File: config.mk
export PLATFORM = sky130hd
export DESIGN_NAME = acrp_regs
export DESIGN_NICKNAME = d
export VERILOG_FILES = /design/src/verilog/acrp_pkg.sv /design/src/verilog/acrp_sync.sv /design/src/verilog/acrp_regs.sv
export SDC_FILE = /design/constraint.sdc
export NUM_CORES = 1
export LEC_CHECK = 0
export ABC_AREA = 1
export BUFFER_PORTS_ARGS = -buffer_cell sky130_fd_sc_hd__buf_2
export CAP_MARGIN = 20
export CORE_AREA = 5 5 134 136
export CTS_CLUSTER_DIAMETER = 80
export CTS_CLUSTER_SIZE = 10
export DETAILED_ROUTE_END_ITERATION = 10
export DIE_AREA = 0 0 139 141
export SLEW_MARGIN = 25
export SYNTH_ARGS = -nofsm -noshare
export SYNTH_HDL_FRONTEND = slang
export SYNTH_HIERARCHICAL = 1
export SYNTH_SLANG_ARGS = --single-unit
File: constraint.sdc
create_clock -name ref_clk -period 2.1 [get_ports ref_clk]
set_input_delay 0.21 -clock ref_clk [delete_from_list [all_inputs] [get_ports ref_clk]]
set_output_delay 0.21 -clock ref_clk [all_outputs]
set_load 0.02 [all_outputs]
File: src/verilog/acrp_pkg.sv
// Purpose: Shared constants for the converter configuration register slice.
// Assumes: Serial frames of 32 bits, MSB first: 7-bit command, 9-bit address, 16-bit data.
// Notes: Register offsets are byte addresses; each register spans four bytes.
package acrp_pkg;
    // Register byte offsets.
    localparam logic [8:0] ACRP_OFS_CHAIN_IDENTITY = 9'h000;
    localparam logic [8:0] ACRP_OFS_RESET_POWER = 9'h004;
    localparam logic [8:0] ACRP_OFS_SERIAL_INPUT = 9'h008;
    // Register index is the byte address without its two lane bits.
    localparam logic [6:0] ACRP_IDX_CHAIN_IDENTITY = ACRP_OFS_CHAIN_IDENTITY[8:2];
    localparam logic [6:0] ACRP_IDX_RESET_POWER = ACRP_OFS_RESET_POWER[8:2];
    localparam logic [6:0] ACRP_IDX_SERIAL_INPUT = ACRP_OFS_SERIAL_INPUT[8:2];
    // Field positions.
    localparam int ACRP_CHAIN_ID_LSB = 16;
    localparam int ACRP_KEY_LSB = 8;
    localparam int ACRP_SUPPLY_AL_BIT = 5;
    localparam int ACRP_INPUT_AL_BIT = 4;
    localparam int ACRP_PIN_KIND_BIT = 2;
    localparam int ACRP_LIGHT_BIT = 1;
    localparam int ACRP_DEEP_BIT = 0;
    localparam int ACRP_FRAME_KIND_LSB = 0;
    // Byte lanes holding the writable fields.
    localparam logic [1:0] ACRP_LANE_CHAIN_ID = 2'h2;
    localparam logic [1:0] ACRP_LANE_KEY = 2'h1;
    localparam logic [1:0] ACRP_LANE_CTRL = 2'h0;
    localparam logic [1:0] ACRP_LANE_FRAME = 2'h0;
    // Unlock key value and reset values.
    localparam logic [7:0] ACRP_UNLOCK_VALUE = 8'h69;
    localparam logic [7:0] ACRP_KEY_RESET = 8'h00;
    localparam logic [3:0] ACRP_CHAIN_ID_RESET = 4'h0;
    localparam logic [1:0] ACRP_FRAME_KIND_RESET = 2'h0;
    localparam logic ACRP_BIT_RESET = 1'b0;
    // Serial frame layout.
    localparam int ACRP_FRAME_BITS = 32;
    localparam logic [5:0] ACRP_FRAME_BITS_C = 6'h20;
    localparam logic [6:0] ACRP_CMD_WRITE_HALF = 7'h68;
    localparam logic [6:0] ACRP_CMD_WRITE_BYTE = 7'h69;
    localparam logic [6:0] ACRP_CMD_READ_HALF = 7'h64;
    localparam logic [6:0] ACRP_CMD_NOP = 7'h00;
    // Frame tracking states.
    typedef enum logic [0:0] {ACRP_FR_IDLE, ACRP_FR_SHIFT} acrp_frame_e;
endpackage : acrp_pkg

File: src/verilog/acrp_sync.sv
// Purpose: Three-stage synchroniser with agreement filter for one pin.
// Assumes: The pin is asynchronous to ref_clk.
// Notes: The output changes only when stages two and three agree.
`timescale 1ns/1ns
module acrp_sync #(
    parameter logic RESET_VALUE = 1'b0
) (
    input wire logic ref_clk,
    input wire logic rst,
    input wire logic pin,
    output logic level
);
    logic meta_q;
    logic mid_q;
    logic late_q;
    logic level_q;
    logic level_d;

    // Stage one feeds stage two only, so metastability never reaches a gate.
    always_comb
    begin
        level_d = level_q;
        if (mid_q == late_q)
        begin
            level_d = late_q;
        end
    end

    // Plain shift chain plus the filtered level.
    always_ff @(posedge ref_clk)
    begin
        if (rst)
        begin
            meta_q <= RESET_VALUE;
            mid_q <= RESET_VALUE;
            late_q <= RESET_VALUE;
            level_q <= RESET_VALUE;
        end
        else
        begin
            meta_q <= pin;
            mid_q <= meta_q;
            late_q <= mid_q;
            level_q <= level_d;
        end
    end

    assign level = level_q;
endmodule : acrp_sync

File: src/verilog/acrp_regs.sv
// Purpose: Configuration, reset and power registers behind the serial port.
// Assumes: The serial clock is slow enough to be oversampled by ref_clk.
// Notes: Reset pin and frame pins are filtered by acrp_sync before use.
`timescale 1ns/1ns
// What this block does
// Four-bit chain identity field, bits 19-16.
// Reserved bits read zero, ignore writes.
// Host writes key 69h to 05h first.
// Key field gates control bits 5-0.
// Bit 5 disables the supply alarm.
// Bit 4 disables the input alarm.
// Bit 2 selects reset pin kind.
// Pin kind sticks until power cycle.
// Bit 1 allows light sleep.
// Bit 0 requests deep sleep.
// Frame kind selects SPI mode, both directions.
// Power-on-only fields survive application reset.
// Little-endian byte lanes per register.
// Host changes frame kind using mode 0; the bench also changes it in modes 1-3, and the block accepts those writes.
// Writes need 32 serial clocks.
// Locked or reserved writes silently ignored.
module acrp_regs
    import acrp_pkg::*;
(
    input wire logic ref_clk,
    input wire logic rst,
    input wire logic sclk,
    input wire logic cs_n,
    input wire logic sdi,
    input wire logic reset_pin_n,
    input wire logic convert_select_pin,
    input wire logic conversion_busy,
    output logic sdo,
    output logic sdo_en,
    output logic [3:0] chain_identity,
    output logic supply_alarm_off,
    output logic input_alarm_off,
    output logic reset_pin_kind,
    output logic light_sleep_allow,
    output logic deep_sleep_request,
    output logic [1:0] serial_frame_kind,
    output logic light_sleep_state
);
    // Filtered pin levels.
    logic sclk_s;
    logic cs_n_s;
    logic sdi_s;
    logic rst_pin_s;
    logic conv_sel_s;

    acrp_sync #(.RESET_VALUE(1'b0)) u_sync_sclk (
        .ref_clk(ref_clk), .rst(rst), .pin(sclk), .level(sclk_s));
    acrp_sync #(.RESET_VALUE(1'b1)) u_sync_cs (
        .ref_clk(ref_clk), .rst(rst), .pin(cs_n), .level(cs_n_s));
    acrp_sync #(.RESET_VALUE(1'b0)) u_sync_sdi (
        .ref_clk(ref_clk), .rst(rst), .pin(sdi), .level(sdi_s));
    acrp_sync #(.RESET_VALUE(1'b1)) u_sync_rstpin (
        .ref_clk(ref_clk), .rst(rst), .pin(reset_pin_n), .level(rst_pin_s));
    acrp_sync #(.RESET_VALUE(1'b0)) u_sync_convsel (
        .ref_clk(ref_clk), .rst(rst), .pin(convert_select_pin), .level(conv_sel_s));

    // Stored fields.
    logic [3:0] chain_id_q, chain_id_d;
    logic [7:0] key_q, key_d;
    logic supply_off_q, supply_off_d;
    logic input_off_q, input_off_d;
    logic pin_kind_q, pin_kind_d;
    logic light_allow_q, light_allow_d;
    logic deep_q, deep_d;
    logic [1:0] frame_kind_q, frame_kind_d;
    logic light_state_q, light_state_d;

    // Serial engine state.
    acrp_frame_e frame_q, frame_d;
    logic sclk_prev_q, sclk_prev_d;
    logic rst_pin_prev_q, rst_pin_prev_d;
    logic [5:0] bit_cnt_q, bit_cnt_d;
    logic [31:0] rx_q, rx_d;
    logic [31:0] tx_q, tx_d;
    logic [15:0] rd_half_q, rd_half_d;
    logic sdo_q, sdo_d;
    logic sdo_en_q, sdo_en_d;

    // Edge and event decode.
    logic sclk_rise;
    logic sclk_fall;
    logic capture_edge;
    logic launch_edge;
    logic frame_start;
    logic frame_end;
    logic pin_reset_event;
    logic por_class;
    logic app_class;
    logic write_ok;
    logic [6:0] cmd;
    logic [8:0] addr;
    logic [15:0] wdata;
    logic [31:0] wword;
    logic [3:0] wlane;
    logic [31:0] rword;

    // Capture on the rising edge when CPOL equals CPHA, else on the falling edge.
    assign sclk_rise = sclk_s & ~sclk_prev_q;
    assign sclk_fall = ~sclk_s & sclk_prev_q;
    assign capture_edge = (frame_kind_q[1] == frame_kind_q[0]) ? sclk_rise : sclk_fall;
    assign launch_edge = (frame_kind_q[1] == frame_kind_q[0]) ? sclk_fall : sclk_rise;
    assign frame_start = (frame_q == ACRP_FR_IDLE) & ~cs_n_s;
    assign frame_end = (frame_q == ACRP_FR_SHIFT) & cs_n_s;

    // A pin reset is taken on the filtered falling edge of the active-low pin.
    assign pin_reset_event = ~rst_pin_s & rst_pin_prev_q;
    assign por_class = pin_reset_event & ~pin_kind_q;
    assign app_class = pin_reset_event & pin_kind_q;

    // Short frames are dropped: a write counts only after 32 captured bits.
    assign write_ok = frame_end & (bit_cnt_q == ACRP_FRAME_BITS_C);
    assign cmd = rx_q[31:25];
    assign addr = rx_q[24:16];
    assign wdata = rx_q[15:0];

    // Byte lanes of the addressed register, lowest lane at the base address.
    always_comb
    begin
        wword = 32'h0000_0000;
        wlane = 4'h0;
        if (write_ok && cmd == ACRP_CMD_WRITE_BYTE)
        begin
            wword = {4{wdata[7:0]}};
            wlane = 4'h1 << addr[1:0];
        end
        else if (write_ok && cmd == ACRP_CMD_WRITE_HALF)
        begin
            wword = {2{wdata}};
            wlane = addr[1] ? 4'hC : 4'h3;
        end
    end

    // Read word assembly; every bit not named here is reserved and reads zero.
    always_comb
    begin
        rword = 32'h0000_0000;
        case (addr[8:2])
            ACRP_IDX_CHAIN_IDENTITY:
            begin
                rword[ACRP_CHAIN_ID_LSB +: 4] = chain_id_q;
            end
            ACRP_IDX_RESET_POWER:
            begin
                rword[ACRP_KEY_LSB +: 8] = key_q;
                rword[ACRP_SUPPLY_AL_BIT] = supply_off_q;
                rword[ACRP_INPUT_AL_BIT] = input_off_q;
                rword[ACRP_PIN_KIND_BIT] = pin_kind_q;
                rword[ACRP_LIGHT_BIT] = light_allow_q;
                rword[ACRP_DEEP_BIT] = deep_q;
            end
            ACRP_IDX_SERIAL_INPUT:
            begin
                rword[ACRP_FRAME_KIND_LSB +: 2] = frame_kind_q;
            end
            default:
            begin
                rword = 32'h0000_0000;
            end
        endcase
    end

    // Field updates; writes only touch named fields so reserved bits stay zero.
    always_comb
    begin
        chain_id_d = chain_id_q;
        key_d = key_q;
        supply_off_d = supply_off_q;
        input_off_d = input_off_q;
        pin_kind_d = pin_kind_q;
        light_allow_d = light_allow_q;
        deep_d = deep_q;
        frame_kind_d = frame_kind_q;
        if (addr[8:2] == ACRP_IDX_CHAIN_IDENTITY && wlane[ACRP_LANE_CHAIN_ID])
        begin
            chain_id_d = wword[ACRP_CHAIN_ID_LSB +: 4];
        end
        if (addr[8:2] == ACRP_IDX_RESET_POWER && wlane[ACRP_LANE_KEY])
        begin
            key_d = wword[ACRP_KEY_LSB +: 8];
        end
        // The old key is compared, so a key and control byte in one write stay locked.
        if (addr[8:2] == ACRP_IDX_RESET_POWER && wlane[ACRP_LANE_CTRL]
            && key_q == ACRP_UNLOCK_VALUE)
        begin
            supply_off_d = wword[ACRP_SUPPLY_AL_BIT];
            input_off_d = wword[ACRP_INPUT_AL_BIT];
            pin_kind_d = pin_kind_q | wword[ACRP_PIN_KIND_BIT];
            light_allow_d = wword[ACRP_LIGHT_BIT];
            deep_d = wword[ACRP_DEEP_BIT];
        end
        if (addr[8:2] == ACRP_IDX_SERIAL_INPUT && wlane[ACRP_LANE_FRAME])
        begin
            frame_kind_d = wword[ACRP_FRAME_KIND_LSB +: 2];
        end
        // An application reset spares kind, sleep allow and frame kind.
        if (app_class)
        begin
            chain_id_d = ACRP_CHAIN_ID_RESET;
            key_d = ACRP_KEY_RESET;
            supply_off_d = ACRP_BIT_RESET;
            input_off_d = ACRP_BIT_RESET;
            deep_d = ACRP_BIT_RESET;
        end
    end

    // Light sleep: only when allowed, the select pin stays high and no conversion runs.
    always_comb
    begin
        light_state_d = light_allow_q & conv_sel_s & ~conversion_busy & ~deep_q;
    end

    // Serial shift engine.
    always_comb
    begin
        frame_d = frame_q;
        sclk_prev_d = sclk_s;
        rst_pin_prev_d = rst_pin_s;
        bit_cnt_d = bit_cnt_q;
        rx_d = rx_q;
        tx_d = tx_q;
        rd_half_d = rd_half_q;
        sdo_d = sdo_q;
        sdo_en_d = sdo_en_q;
        case (frame_q)
            ACRP_FR_IDLE:
            begin
                if (frame_start)
                begin
                    frame_d = ACRP_FR_SHIFT;
                    bit_cnt_d = 6'h00;
                    sdo_en_d = 1'b1;
                    // With CPHA clear the first bit leaves on the select edge.
                    if (!frame_kind_q[0])
                    begin
                        sdo_d = rd_half_q[15];
                        tx_d = {rd_half_q[14:0], 17'h0_0000};
                    end
                    else
                    begin
                        tx_d = {rd_half_q, 16'h0000};
                    end
                end
            end
            ACRP_FR_SHIFT:
            begin
                if (cs_n_s)
                begin
                    frame_d = ACRP_FR_IDLE;
                    sdo_en_d = 1'b0;
                    sdo_d = 1'b0;
                    // A read answer is shifted out during the next frame.
                    if (write_ok && cmd == ACRP_CMD_READ_HALF)
                    begin
                        rd_half_d = addr[1] ? rword[31:16] : rword[15:0];
                    end
                    else if (frame_end)
                    begin
                        rd_half_d = 16'h0000;
                    end
                end
                else
                begin
                    if (capture_edge && bit_cnt_q < ACRP_FRAME_BITS_C)
                    begin
                        rx_d = {rx_q[30:0], sdi_s};
                        bit_cnt_d = bit_cnt_q + 6'h01;
                    end
                    if (launch_edge)
                    begin
                        sdo_d = tx_q[31];
                        tx_d = {tx_q[30:0], 1'b0};
                    end
                end
            end
            default:
            begin
                frame_d = ACRP_FR_IDLE;
            end
        endcase
    end

    // Power-on-class reset clears everything; a pin reset of that class does too.
    always_ff @(posedge ref_clk)
    begin
        if (rst || por_class)
        begin
            chain_id_q <= ACRP_CHAIN_ID_RESET;
            key_q <= ACRP_KEY_RESET;
            supply_off_q <= ACRP_BIT_RESET;
            input_off_q <= ACRP_BIT_RESET;
            pin_kind_q <= ACRP_BIT_RESET;
            light_allow_q <= ACRP_BIT_RESET;
            deep_q <= ACRP_BIT_RESET;
            frame_kind_q <= ACRP_FRAME_KIND_RESET;
            light_state_q <= 1'b0;
            frame_q <= ACRP_FR_IDLE;
            bit_cnt_q <= 6'h00;
            rx_q <= 32'h0000_0000;
            tx_q <= 32'h0000_0000;
            rd_half_q <= 16'h0000;
            sdo_q <= 1'b0;
            sdo_en_q <= 1'b0;
        end
        else
        begin
            chain_id_q <= chain_id_d;
            key_q <= key_d;
            supply_off_q <= supply_off_d;
            input_off_q <= input_off_d;
            pin_kind_q <= pin_kind_d;
            light_allow_q <= light_allow_d;
            deep_q <= deep_d;
            frame_kind_q <= frame_kind_d;
            light_state_q <= light_state_d;
            frame_q <= frame_d;
            bit_cnt_q <= bit_cnt_d;
            rx_q <= rx_d;
            tx_q <= tx_d;
            rd_half_q <= rd_half_d;
            sdo_q <= sdo_d;
            sdo_en_q <= sdo_en_d;
        end
    end

    // Edge history must not be cleared by a pin reset, or the event would repeat.
    always_ff @(posedge ref_clk)
    begin
        if (rst)
        begin
            sclk_prev_q <= 1'b0;
            rst_pin_prev_q <= 1'b1;
        end
        else
        begin
            sclk_prev_q <= sclk_prev_d;
            rst_pin_prev_q <= rst_pin_prev_d;
        end
    end

    assign sdo = sdo_q;
    assign sdo_en = sdo_en_q;
    assign chain_identity = chain_id_q;
    assign supply_alarm_off = supply_off_q;
    assign input_alarm_off = input_off_q;
    assign reset_pin_kind = pin_kind_q;
    assign light_sleep_allow = light_allow_q;
    assign deep_sleep_request = deep_q;
    assign serial_frame_kind = frame_kind_q;
    assign light_sleep_state = light_state_q;
endmodule : acrp_regs

; Yosys cells after proc, flatten, opt, wreduce, memory -nomap -nowiden
; Index checks and enable logic that the tools add are counted.
; Widths: inputs -> output; s select.
[op_classes]
reduce_logical = 19
order_cmp = 1
add_sub_neg = 1
muxes = 35
eq_ne = 20
shifts = 1
bitwise = 20
[op_table]
columns = cell, n
row1 = $mux 32, 4
row2 = $pmux 32 s2, 1
row3 = $mux 16, 3
row4 = $mux 20, 2
row5 = $eq 7x7->1 const B, 3
row6 = $mux 6, 3
row7 = $reduce_and 3->1, 5
row8 = $pmux 6 s2, 1
row9 = $and 1x1->1, 11
row10 = $mux 1, 11
row11 = $logic_and 1x1->1, 9
row12 = $mux 3, 3
row13 = $eq 8x7->1 const B, 1
row14 = $mux 8, 1
row15 = $not 1->1, 8
row16 = $eq 7x1->1 const B, 1
row17 = $eq 7x2->1 const B, 1
row18 = $logic_not 7->1, 1
row19 = $add 6x1->6 const B, 1
row20 = $eq 1x1->1, 6
row21 = $eq 6x6->1 const B, 1
row22 = $lt 6x6->1 const B, 1
row23 = $ne 2x1->1 const B, 3
row24 = $ne 2x2->1 const B, 3
row25 = 11 further kinds, 13
[totals]
wordCells = 135
inputBits = 8
output_inout_bits = 14
register_bits = 131

; Longest topological paths before layout
[logic_depth]
depth_word = 7
depth_mapped = 13
ltp_nobuf = 12

; Cells and area by module
; The synthesis kept the hierarchy.
[modules_own_cells]
columns = mod, area_per_inst_um2, instances, cells_per_inst, seq_area_each_um2
row1 = acrp_regs, 4702.0, 1, 647, 1861.8
row2 = acrp_sync at u_sync_convsel ..., 121.4, 3, 13, 80.1
row3 = acrp_sync at u_sync_cs ..., 128.9, 2, 15, 80.1

; Worst setup path before layout
; Ideal clock, no wire load.
[synth_timing]
kind = reg-to-reg
startpoint = register frame_q
endpoint = register key_q[0]
setup_time_ns = 0.113
stages_incl_launch_ff = 12
n_path_buf = 1
period_less_slack_ns = 1.707
required_time_ns = 1.987
arrival_time_ns = 1.594
path_slack_ns = 0.393
path_cell_list = dfxtp_1 > ha_1 > nand2_1 > inv_1 > nand2_1 > nor2_4 > buf_6 > nand2_4 > a21oi_4 > nand3_4 > nor2_1 > nor2_1
[synth_via]
elab_chain_len = 6
elab_cells_between_ends = 9
classes_between = mux (4) / bitwise (2) / reduce/logical (3)
[synth_rtl]
columns = element, line_no
row1 = start: declaration, acrp_regs.sv:74  ; acrp_frame_e frame_q, frame_d;
row2 = start signal: assignment, acrp_regs.sv:320  ; frame_q <= frame_d;
row3 = $and 1x1->1 (*), acrp_regs.sv:108  ; assign frame_end = (frame_q == ACRP_FR_SHIFT) & cs_n_s;
row4 = $and 1x1->1 (*), acrp_regs.sv:116  ; assign write_ok = frame_end & (bit_cnt_q == ACRP_FRAME_BITS_C);
row5 = $logic_and 1x1->1, acrp_regs.sv:131  ; else if (write_ok && cmd == ACRP_CMD_WRITE_HALF)
row6 = $mux 3, acrp_regs.sv:131
row7 = $mux 3, acrp_regs.sv:126  ; if (write_ok && cmd == ACRP_CMD_WRITE_BYTE)
row8 = $logic_and 1x1->1, acrp_regs.sv:182  ; if (addr[8:2] == ACRP_IDX_RESET_POWER && wlane[ACRP_LANE_KEY])
row9 = end signal: assignment, acrp_regs.sv:312  ; key_q <= key_d;
row10 = end: declaration, acrp_regs.sv:64  ; logic [7:0] key_q, key_d;
; Every way passes the cells marked *; elsewhere a longest branch is shown, timed or not.
; A chain may end at the register's enable or synchronous reset.

; Worst setup path after layout
[layout_timing]
startpoint = register bit_cnt_q[0]
endpoint = register key_q[6]
[layout_via]
elab_chain_len = 6
elab_cells_between_ends = 9
classes_between = eq/ne (1) / mux (4) / bitwise (1) / reduce/logical (3)
[layout_rtl]
columns = element, line_no
row1 = start: declaration, acrp_regs.sv:77  ; logic [5:0] bit_cnt_q, bit_cnt_d;
row2 = start signal: assignment, acrp_regs.sv:321  ; bit_cnt_q <= bit_cnt_d;
row3 = $eq 6x6->1 (*), acrp_regs.sv:116
row4 = $and 1x1->1 (*), acrp_regs.sv:116
row5 = $logic_and 1x1->1, acrp_regs.sv:131
row6 = $mux 3, acrp_regs.sv:131
row7 = $mux 3, acrp_regs.sv:126
row8 = $logic_and 1x1->1, acrp_regs.sv:182
; Marked as above.

==> out/summary.txt <==
status -> finished, final reports clean
cell taking the most area after synthesis -> dfxtp_1
dominant cells by area after synthesis -> dfxtp_1 (42%), nand2_1 (9.0%), a21oi_1 (6.6%)
Crit path required time -> 2.44 ns
clock group share of total power -> 0.545
Leak -> 2.59 nW
post-synthesis register bit count -> 113
CTS buffer count -> 17
first-pass GRT wire length -> 20.1 mm
post-synth top area share -> 0.425
Power Total -> 4.99 mW
Post-CTS Resized -> 0
total number of vias -> 4408
CTS tree -> done
vias in the first global route -> 4084
Post-Layout Cell Count -> 981
Final HPWL DP -> 8.36 mm
crit path launch type -> register
nets -> 758
FILL cells -> 1764
RePlAce Congestion -> 0.858
CTS H-tree lvls -> 4
Die Wd -> 139 µm
PwrDens -> 793 mW/mm²
worst rel slew slack -> 0.710
largest net degree at the start of global routing -> 48
# DRC -> 0
final worst path period need -> 1.86 ns
final core occ -> 0.375
die footprint -> 0.0196 mm²
multi-input logic area -> 0.00255 mm²
Worst-path clk slew -> 0.05 ns
Setup Fix Bufs, Post-CTS -> 0
Finish-stage setup viols -> 0
Clock Latency Late Sink -> 0.41 ns
Critical Path Fanout Max -> 10
peak supply drop -> 0.585 mV
layout cell share with drive strength beyond 1 -> 0.156
CTS Root Cell -> clkbuf_16
Int Pwr -> 3.89 mW
clk buf depth -> 2
Seq/Total Area, Yosys -> 0.425
fin crit share -> 0.884
combinational power share -> 0.021
Initial Utilization -> 0.317
# placed instances -> 943
dpl cell area -> 0.00567 mm²
unrepaired setup endpoints after global routing -> no
drt pass-1 iters -> 4
DR iter-0 viols -> 266
Antenna Nets Post-Route -> 0
Final WS setup -> 0.243 ns
port buffer count -> 21
hold slack -> 0.0944 ns
Die H -> 141 µm
syn_nets -> 731
Critical Path AT -> 2.20 ns
Fin. Hold Viols -> 0
CP Class -> reg2reg
Mapped Cells -> 716
GRT Util Overall -> 0.127
grt ovf -> 0
IO Count -> 22
Avg Cell Area, Syn -> 7.44 µm²
switching power total -> 1.11 mW
pre-CTS setup slack -> 0.260 ns
Slew @ Worst Pin -> 0.434 ns
Total Routed Length -> 11.9 mm
pins over their slew limit -> 0
routed vias/inst -> 4.49
Std-Cell Core Area -> 0.0168 mm²
Area growth, synth to finish -> 18.3%
fmax -> 538 MHz
Max-Cap Viols -> 0
Site Rows -> 48
Syn. warnings -> 6
register area -> 0.00226 mm²
Crit. End Element -> register
Yosys cell types -> 44
mapped cell area -> 0.00532 mm²
sequential share of power -> 0.433
Worst Hold Class -> in2reg
final instance area -> 0.00630 mm²
Setup Skew -> 0.00701 ns
TritonCTS sink count -> 113
initial antenna violation count -> 0
switch share -> 0.222
TNS Setup -> 0 ns
antenna fix cells -> 0
wire length per cell -> 12.2 µm
[cells in the mapped netlist, drive strengths merged]
library cell,count
nand4,15
nor2,105
nand3b,15
dfxtp,113
a211oi,1
nand2,135
a21boi,1
nand3,37
clkbuf,14
inv,93
a21oi,73
nor3,5
or2,4
a31oi,2
xor2,2
a22oi,1
o21bai,3
o21ai,61
o211ai,1
ha,7
buf,18
o22ai,8
nor4,1
xnor2,1
[power groups by stage]
stage / Sequential [mW] / Combinational, mW / Clock (mW)
global placement: 2.21 / 0.0988 / 0
global route: 2.17 / 0.120 / 2.87
CTS: 2.16 / 0.108 / 2.78
detailed placement: 2.21 / 0.0990 / 0
finish: 2.16 / 0.106 / 2.72
floorplan: 2.21 / 0.0613 / 0
[placed cells by master, fill, tap and decap left out, types with 4 or more instances in the layout]
| cell | instances |
|---|---|
| dfxtp_1 | 113 |
| a21oi_1 | 70 |
| clkinvlp_4 | 7 |
| nand4_1 | 11 |
| or2_1 | 4 |
| o21ai_1 | 30 |
| nor2_2 | 5 |
| nand3b_1 | 14 |
| nand2_4 | 4 |
| nand2_1 | 128 |
| inv_2 | 9 |
| o22ai_1 | 8 |
| o21ai_0 | 30 |
| nand3_1 | 26 |
| nor2_4 | 8 |
| inv_1 | 83 |
| clkbuf_16 | 17 |
| ha_1 | 7 |
| buf_2 | 21 |
| nor2_1 | 92 |
| dlygate4sd3_1 | 6 |
| buf_4 | 11 |
| nand3_2 | 8 |
[cells by family after synthesis]
group / share of synthesized area
compound gates: 0.156
flops: 0.425
xor+xnor: 0.00494
buf+inv: 0.0961
fa+ha+maj: 0.0165
simple gates: 0.302
[metal layers]
metal  global-route usage  vias up  wire (µm)
li1                     -     2363          -
met2                0.205       53       5430
met3               0.0377       14        389
met4               0.0412        0        154
met5                    0        -          0
met1                0.163     1978       5950
[state kept, by name, summed over array words and instances, names as in the netlist, 2 cells and up]
name and cells:
key_q 8, chain_identity 4, rd_half_q 14, tx_q 16, serial_frame_kind 2, bit_cnt_q 6
rx_q 32
[timing repair]
item / in CTS / in global routing
hold buffers: 6 / 0
hold endpoints to repair: 6 / 0
endpoints found under the setup margin: 0 / 0
[area by class of cell]
cell class                      instances  share of cell area
Timing Repair Buffer                   40              0.0457
Tap cell                              225              0.0447
Clock buffer                           20              0.0725
Clock inverter                         12              0.0175
Multi-Input combinational cell        478               0.405
Sequential cell                       113               0.359
Inverter                               93              0.0558
[worst max-delay path: stages (launching register included)]
cell and delay [ns]:
dfxtp_1 0.32, inv_1 0.09, ha_1 0.15, nand2_1 0.05, inv_1 0.05, nand2_1 0.07, nor2_4 0.28, buf_4 0.20
nand3_2 0.17, o22ai_1 0.19, nor2_1 0.09, nor2_1 0.12
[path summary, 6_finish.rpt]
kind	to	startpoint	slack (ns)	depth (start not counted)
min	rst_pin_prev_q$_SDFF_PP1_	rst	0.09	3
min reg2reg	u_sync_sclk/mid_q$_SDFF_PP0_	u_sync_sclk/meta_q$_SDFF_PP0_	0.39	2
max	key_q[6]$_SDFFE_PP0P_	bit_cnt_q[0]$_SDFFE_PP0P_	0.24	11
max reg2reg	key_q[6]$_SDFFE_PP0P_	bit_cnt_q[0]$_SDFFE_PP0P_	0.24	11
(Power assumes the default switching activity.)
